<file path="config.mk">
export PLATFORM = sky130hd
export DESIGN_NAME = scr_readback
export DESIGN_NICKNAME = d
export VERILOG_FILES = /design/src/hw/scr_pkg.sv /design/src/hw/scr_sync.sv /design/src/hw/scr_readback.sv
export VERILOG_INCLUDE_DIRS = /design/src /design/src/hw
export SDC_FILE = /design/constraint.sdc
export NUM_CORES = 1
export LEC_CHECK = 0
export ABC_CLOCK_PERIOD_IN_PS = 1100
export BUFFER_PORTS_ARGS = -buffer_cell sky130_fd_sc_hd__clkbuf_2
export CORE_ASPECT_RATIO = 1.25
export CORE_UTILIZATION = 35
export DETAILED_ROUTE_END_ITERATION = 10
export GPL_TIMING_DRIVEN = 0
export RECOVER_POWER = 25
export SYNTH_ARGS = -nofsm -noshare
export SYNTH_HDL_FRONTEND = slang
export SYNTH_SLANG_ARGS = --single-unit
</file>
<file path="constraint.sdc">
create_clock -name clk_sys_i -period 1.1 [get_ports clk_sys_i]
set_input_delay 0.055 -clock clk_sys_i [delete_from_list [all_inputs] [get_ports clk_sys_i]]
set_output_delay 0.055 -clock clk_sys_i [all_outputs]
set_load 0.02 [all_outputs]
</file>
<file path="src/hw/scr_cfg.svh">
`ifndef SCR_CFG_SVH
`define SCR_CFG_SVH
`define SCR_ADDR_W 7
`define SCR_OFF_LOCK_CORE 7'h6E
`define SCR_OFF_CAPBAND 7'h6F
`define SCR_OFF_AMPL 7'h70
`define SCR_OFF_IRQ_STATUS 7'h71
`define SCR_OFF_IRQ_MASK 7'h72
`define SCR_LOCK_LSB 9
`define SCR_CORE_LSB 5
`define SCR_CAPBAND_RST 8'hB7
`define SCR_CAPBAND_MAX 8'hB7
`define SCR_AMPL_RST 9'h0AA
`define SCR_LOCK_RST 2'h0
`define SCR_CORE_RST 3'h0
`define SCR_DBLR_BIAS_NEW 16'h0C2B
`define SCR_DBLR_BIAS_OLD 16'h0624
`define SCR_OUT_PWR_TYP 8'h32
`define SCR_IRQ_LOCK_GAINED 0
`define SCR_IRQ_LOCK_LOST 1
`define SCR_IRQ_CAL_DONE 2
`define SCR_IRQ_W 3
`endif

</file>
<file path="src/hw/scr_pkg.sv">
package scr_pkg;
  typedef enum logic [1:0]
  {
    SCR_UNLOCK_LOW = 2'h0,
    SCR_INVALID = 2'h1,
    SCR_LOCKED = 2'h2,
    SCR_UNLOCK_HIGH = 2'h3
  } scr_lock_t;
endpackage

</file>
<file path="src/hw/scr_sync.sv">
`timescale 1ns/1ns
`default_nettype none
`include "scr_cfg.svh"
module scr_sync #(
  parameter int W = 2
) (
  input wire logic clk_sys_i,
  input wire logic rst_i,
  input wire logic [W-1:0] async_i,
  output logic [W-1:0] level_o
);
  typedef struct packed
  {
    logic [W-1:0] s1;
    logic [W-1:0] s2;
    logic [W-1:0] s3;
    logic [W-1:0] lvl;
  } scr_sync_t;
  scr_sync_t st_q;
  scr_sync_t st_d;
  always_comb
  begin
    st_d = st_q;
    st_d.s1 = async_i;
    st_d.s2 = st_q.s1;
    st_d.s3 = st_q.s2;
    // accept a change once the last two stages agree
    if (st_q.s2 == st_q.s3)
    begin
      st_d.lvl = st_q.s3;
    end
  end
  always_ff @(posedge clk_sys_i)
  begin
    if (rst_i)
    begin
      st_q <= '0;
    end
    else
    begin
      st_q <= st_d;
    end
  end
  assign level_o = st_q.lvl;
endmodule
`default_nettype wire

</file>
<file path="src/hw/scr_readback.sv">
// Design decision made here: strobed register access.
`timescale 1ns/1ns
`default_nettype none
`include "scr_cfg.svh"
module scr_readback
  import scr_pkg::*;
(
  input wire logic clk_sys_i,
  input wire logic rst_i,
  input wire logic [`SCR_ADDR_W-1:0] addr_i,
  input wire logic [15:0] wdata_i,
  input wire logic wr_i,
  input wire logic rd_i,
  output logic [15:0] rdata_o,
  input wire logic [1:0] tune_voltage_lock_state_i,
  input wire logic cal_done_i,
  input wire logic [2:0] selected_oscillator_core_i,
  input wire logic [7:0] chosen_capacitor_band_code_i,
  input wire logic [8:0] chosen_amplitude_setting_i,
  output logic irq_o
);
  typedef struct packed
  {
    logic [1:0] lock;
    logic [2:0] core;
    logic [7:0] capband;
    logic [8:0] ampl;
    logic [`SCR_IRQ_W-1:0] irq_st;
    logic [`SCR_IRQ_W-1:0] irq_mask;
    logic [15:0] rdata;
  } scr_state_t;
  scr_state_t st_q;
  scr_state_t st_d;
  logic [1:0] lock_sync;
  logic [`SCR_IRQ_W-1:0] ev;
  scr_sync #(
    .W(2)
  ) u_lock_sync (
    .clk_sys_i(clk_sys_i),
    .rst_i(rst_i),
    .async_i(tune_voltage_lock_state_i),
    .level_o(lock_sync)
  );
  always_comb
  begin
    st_d = st_q;
    ev = '0;
    st_d.lock = lock_sync;
    ev[`SCR_IRQ_LOCK_GAINED] = (lock_sync == SCR_LOCKED) && (st_q.lock != SCR_LOCKED);
    ev[`SCR_IRQ_LOCK_LOST] = (lock_sync != SCR_LOCKED) && (st_q.lock == SCR_LOCKED);
    ev[`SCR_IRQ_CAL_DONE] = cal_done_i;
    if (cal_done_i)
    begin
      st_d.core = selected_oscillator_core_i;
      if (chosen_capacitor_band_code_i > `SCR_CAPBAND_MAX)
      begin
        st_d.capband = `SCR_CAPBAND_MAX;
      end
      else
      begin
        st_d.capband = chosen_capacitor_band_code_i;
      end
      st_d.ampl = chosen_amplitude_setting_i;
    end
    // writes reach only the interrupt registers
    if (wr_i && addr_i == `SCR_OFF_IRQ_MASK)
    begin
      st_d.irq_mask = wdata_i[`SCR_IRQ_W-1:0];
    end
    if (wr_i && addr_i == `SCR_OFF_IRQ_STATUS)
    begin
      st_d.irq_st = st_q.irq_st & ~wdata_i[`SCR_IRQ_W-1:0];
    end
    // set wins over clear
    st_d.irq_st = st_d.irq_st | ev;
    st_d.rdata = '0;
    if (rd_i)
    begin
      unique case (addr_i)
        `SCR_OFF_LOCK_CORE:
        begin
          st_d.rdata[`SCR_LOCK_LSB+:2] = st_q.lock;
          st_d.rdata[`SCR_CORE_LSB+:3] = st_q.core;
        end
        `SCR_OFF_CAPBAND:
        begin
          st_d.rdata[7:0] = st_q.capband;
        end
        `SCR_OFF_AMPL:
        begin
          st_d.rdata[8:0] = st_q.ampl;
        end
        `SCR_OFF_IRQ_STATUS:
        begin
          st_d.rdata[`SCR_IRQ_W-1:0] = st_q.irq_st;
        end
        `SCR_OFF_IRQ_MASK:
        begin
          st_d.rdata[`SCR_IRQ_W-1:0] = st_q.irq_mask;
        end
        default:
        begin
          st_d.rdata = '0;
        end
      endcase
    end
  end
  always_ff @(posedge clk_sys_i)
  begin
    if (rst_i)
    begin
      st_q.lock <= `SCR_LOCK_RST;
      st_q.core <= `SCR_CORE_RST;
      st_q.capband <= `SCR_CAPBAND_RST;
      st_q.ampl <= `SCR_AMPL_RST;
      st_q.irq_st <= '0;
      st_q.irq_mask <= '0;
      st_q.rdata <= '0;
    end
    else
    begin
      st_q <= st_d;
    end
  end
  assign rdata_o = st_q.rdata;
  assign irq_o = |(st_q.irq_st & st_q.irq_mask);
endmodule
`default_nettype wire

</file>
==> impl_metrics.json <==
{
  "cp.arrival_ps": 1250,
  "ys_ff_latch": 47,
  "ys.flop_type": "dfxtp_1",
  "crit_family": "compound AO/OA/AOI/OAI gates",
  "cp-start-kind": "register",
  "layout.nets": 352,
  "max_freq_ghz": 0.765,
  "crit_fanout": 3,
  "cp-end-kind": "output pin",
  "yosysUniqueCellTypes": 39,
  "grt_max_degree": 15,
  "regArea_um2": 942,
  "critPathMaxStageDelay_ps": 390,
  "rsz0062_at_grt": "true",
  "critPathBufInv": 2,
  "worstPathRequired_ps": 1040,
  "setup_slack_ps": -207,
  "cts_sinks": 47,
  "firstDrtPassIters": 4,
  "power.switching_mw": 0.797,
  "synth.avg_cell_area_um2": 9.11,
  "p_int_mw": 2.39,
  "clock_skew_ps": 8.50,
  "worst_slew_pin_slew_ps": 654,
  "drv_slew": 0,
  "vias": 1804,
  "critPathSlowestCell": "a222oi_1",
  "die_area_um2": 6380,
  "ant_nets": 0,
  "gp_congestion": 0.909,
  "yosys_warnings": 0,
  "holdCritPathClass": "in2reg",
  "crit_type": "reg2out",
  "status": "finished, violations left",
  "ys_seq_area_share_pct": 44.3,
  "fillers": 581,
  "post-route-min-period_ps": 1310,
  "die-width_um": 71.6,
  "routed_wl_mm": 4.58,
  "whs_ps": 3.94,
  "vdd_drop_max_v": 0.000785,
  "rows": 31,
  "multi_input_area_um2": 973,
  "grt_usage_pct": 15.8,
  "h-tree-depth": 2,
  "coreArea_um2": 5820,
  "swShare_pct": 25.0,
  "die_h_um": 89.1,
  "period_share_pct": 119,
  "io_pins": 67,
  "combPwrFrac_pct": 12.1,
  "port_buffers": 46,
  "synth_edf_count": 0,
  "seq_power_share_pct": 56.2,
  "grt_pass1_vias": 1672,
  "numCtsBuffers": 5,
  "clk_pin_slew_worst_paths_ps": 90,
  "clk-insertion-delay-late_ps": 300,
  "synth_area_um2": 2120,
  "grt_pass1_wl_mm": 7.70,
  "cts_buffer_depth": 2,
  "detail_route.drc_violations": 0,
  "initial_utilization_pct": 36.5,
  "avgRoutedWirePerCell_um": 12.4,
  "maxCapViolations": 0,
  "report.final.setup_viol": 1,
  "drt-vias-per-instance": 4.89,
  "drtIter0Drc": 115,
  "cts_tree": "built",
  "antenna_cells_inserted": 0,
  "final_util_pct": 45.6,
  "netlist_instances": 233,
  "dp_hpwl_mm": 3.59,
  "synthArstFlopShare_pct": 0,
  "clockPowerShare_pct": 31.7,
  "clock_tree.root_cell": "clkbuf_8",
  "drive_gt1_share_pct": 28.4,
  "area.growth.synth_to_final_pct": 25.0,
  "hold_viol_final": 0,
  "grt_overflow": 0,
  "max-slew-margin-rel_pct": 56.4,
  "path_cells": "a222oi_1 > inv_1 > buf_2",
  "antenna_found_initial": 0,
  "power.density_nw_per_um2": 1200,
  "p_leak_nw": 1.16,
  "violations": "negative setup slack"
}
## through the flow
stage	TNS, ps	cell area [um2]	setup slack, ps	total power [mW]	cells
after global placement	-625	2450	-113	2.18	349
after detailed placement	-558	2450	-119	2.18	349
final	-207	2650	-207	3.18	369
after CTS	-235	2660	-235	3.22	369
after floorplan	0	2140	110	2.04	237
after global routing	-272	2650	-272	3.33	369
## worst paths after layout
check,slack (ps),from,depth (start not counted),to
setup / recovery,-210,st_q[21],3,irq_o
hold / removal,4,selected_oscillator_core_i[1],3,st_q[40]
setup reg to reg,100,st_q[16],3,rdata_o[0]
hold reg to reg,440,u_lock_sync.st_d[5],1,u_lock_sync.st_d[3]
## cells in the mapped netlist, types with 2 or more instances
master	number	area, um2
dfxtp_1	47	941
nand2_1	19	71.3
nor2_1	18	67.6
buf_4	17	128
mux2i_1	16	160
a21oi_1	15	75.1
nand3_1	14	70.1
inv_1	8	30.0
nand4_1	8	50.1
nor2b_1	8	50.1
buf_2	7	35.0
mux2_2	6	67.6
clkbuf_1	5	18.8
nand2b_1	5	31.3
o21ai_0	5	25.0
a211oi_1	3	22.5
a311oi_1	3	26.3
and4_1	3	26.3
a21o_1	2	15.0
a31o_2	2	17.5
and2_1	2	12.5
and4b_1	2	20.0
xnor2_1	2	17.5
## worst reg2reg max path, delay by kind of cell, from the launching register on
family	cells	cell delay, ps
DFF	1	360
muxes	1	170
and+or+nand+nor	1	70
AOI/OAI and AO/OA	1	300
## cells in the final DEF, fill, tap and decap left out, types with 6 or more instances in the layout
| master | Yosys | layout |
|---|---|---|
| dfxtp_1 | 47 | 46 |
| clkbuf_2 | 0 | 45 |
| nand2_1 | 19 | 19 |
| nor2_1 | 18 | 18 |
| buf_4 | 17 | 17 |
| mux2i_1 | 16 | 16 |
| a21oi_1 | 15 | 15 |
| nand3_1 | 14 | 14 |
| dlygate4sd3_1 | 0 | 12 |
| clkbuf_1 | 5 | 9 |
| inv_1 | 8 | 8 |
| nor2b_1 | 8 | 8 |
| nand4_1 | 8 | 8 |
| mux2_2 | 6 | 6 |
## routing by layer
metal  vias to the layer above  track usage, %  part of all wire, %
met1                       805            19.0                   45
met4                         0            7.84                  2.6
met3                         9            3.72                  5.1
met5                         -               0                    0
met2                        53            26.4                   47
li1                        937               -                    -
## power groups by stage
stage	logic, mW	registers [mW]	clock network, mW
floorplan	0.228	1.81	0
global placement	0.352	1.83	0
detailed placement	0.355	1.83	0
CTS	0.389	1.79	1.04
global route	0.427	1.80	1.10
finish	0.386	1.79	1.01
## sequential cells by signal (all words and copies together), names as in the netlist
| name | cells |
|---|---|
| st_q | 28 |
| rdata_o | 11 |
| u_lock_sync.st_d | 4 |
| u_lock_sync.level_o | 2 |
| u_lock_sync.st_q | 2 |
## layout make-up
class,count,area share (%)
buffer,30,7.17
tap,66,3.11
timing repair buffer,58,13.2
sequential,47,35.5
clock inverter,2,0.472
clock buffer,6,2.74
multi-input combinational,152,36.7
inverter,8,1.13
## cell families (layout without fill, tap and decap cells)
logic type                count (synthesis)  count (layout)  synth area share, %
AOI/OAI and AO/OA                        38              38                 11.9
xor gates and xnor gates                  3               3                 1.24
buffers and inverters                    38             104                 10.5
DFF                                      47              47                 44.3
muxes                                    22              22                 10.7
other                                     1               5                0.177
and+or+nand+nor                          84              84                 21.1
## what timing repair did
item	in CTS	in global routing
resized for setup	0	2
cloned	0	0
pin swaps	1	1
buffers inserted	0	0
hold buffers	12	0
setup endpoints to repair	1	1
endpoints found under the hold margin	12	0
(Power assumes the default switching activity.)
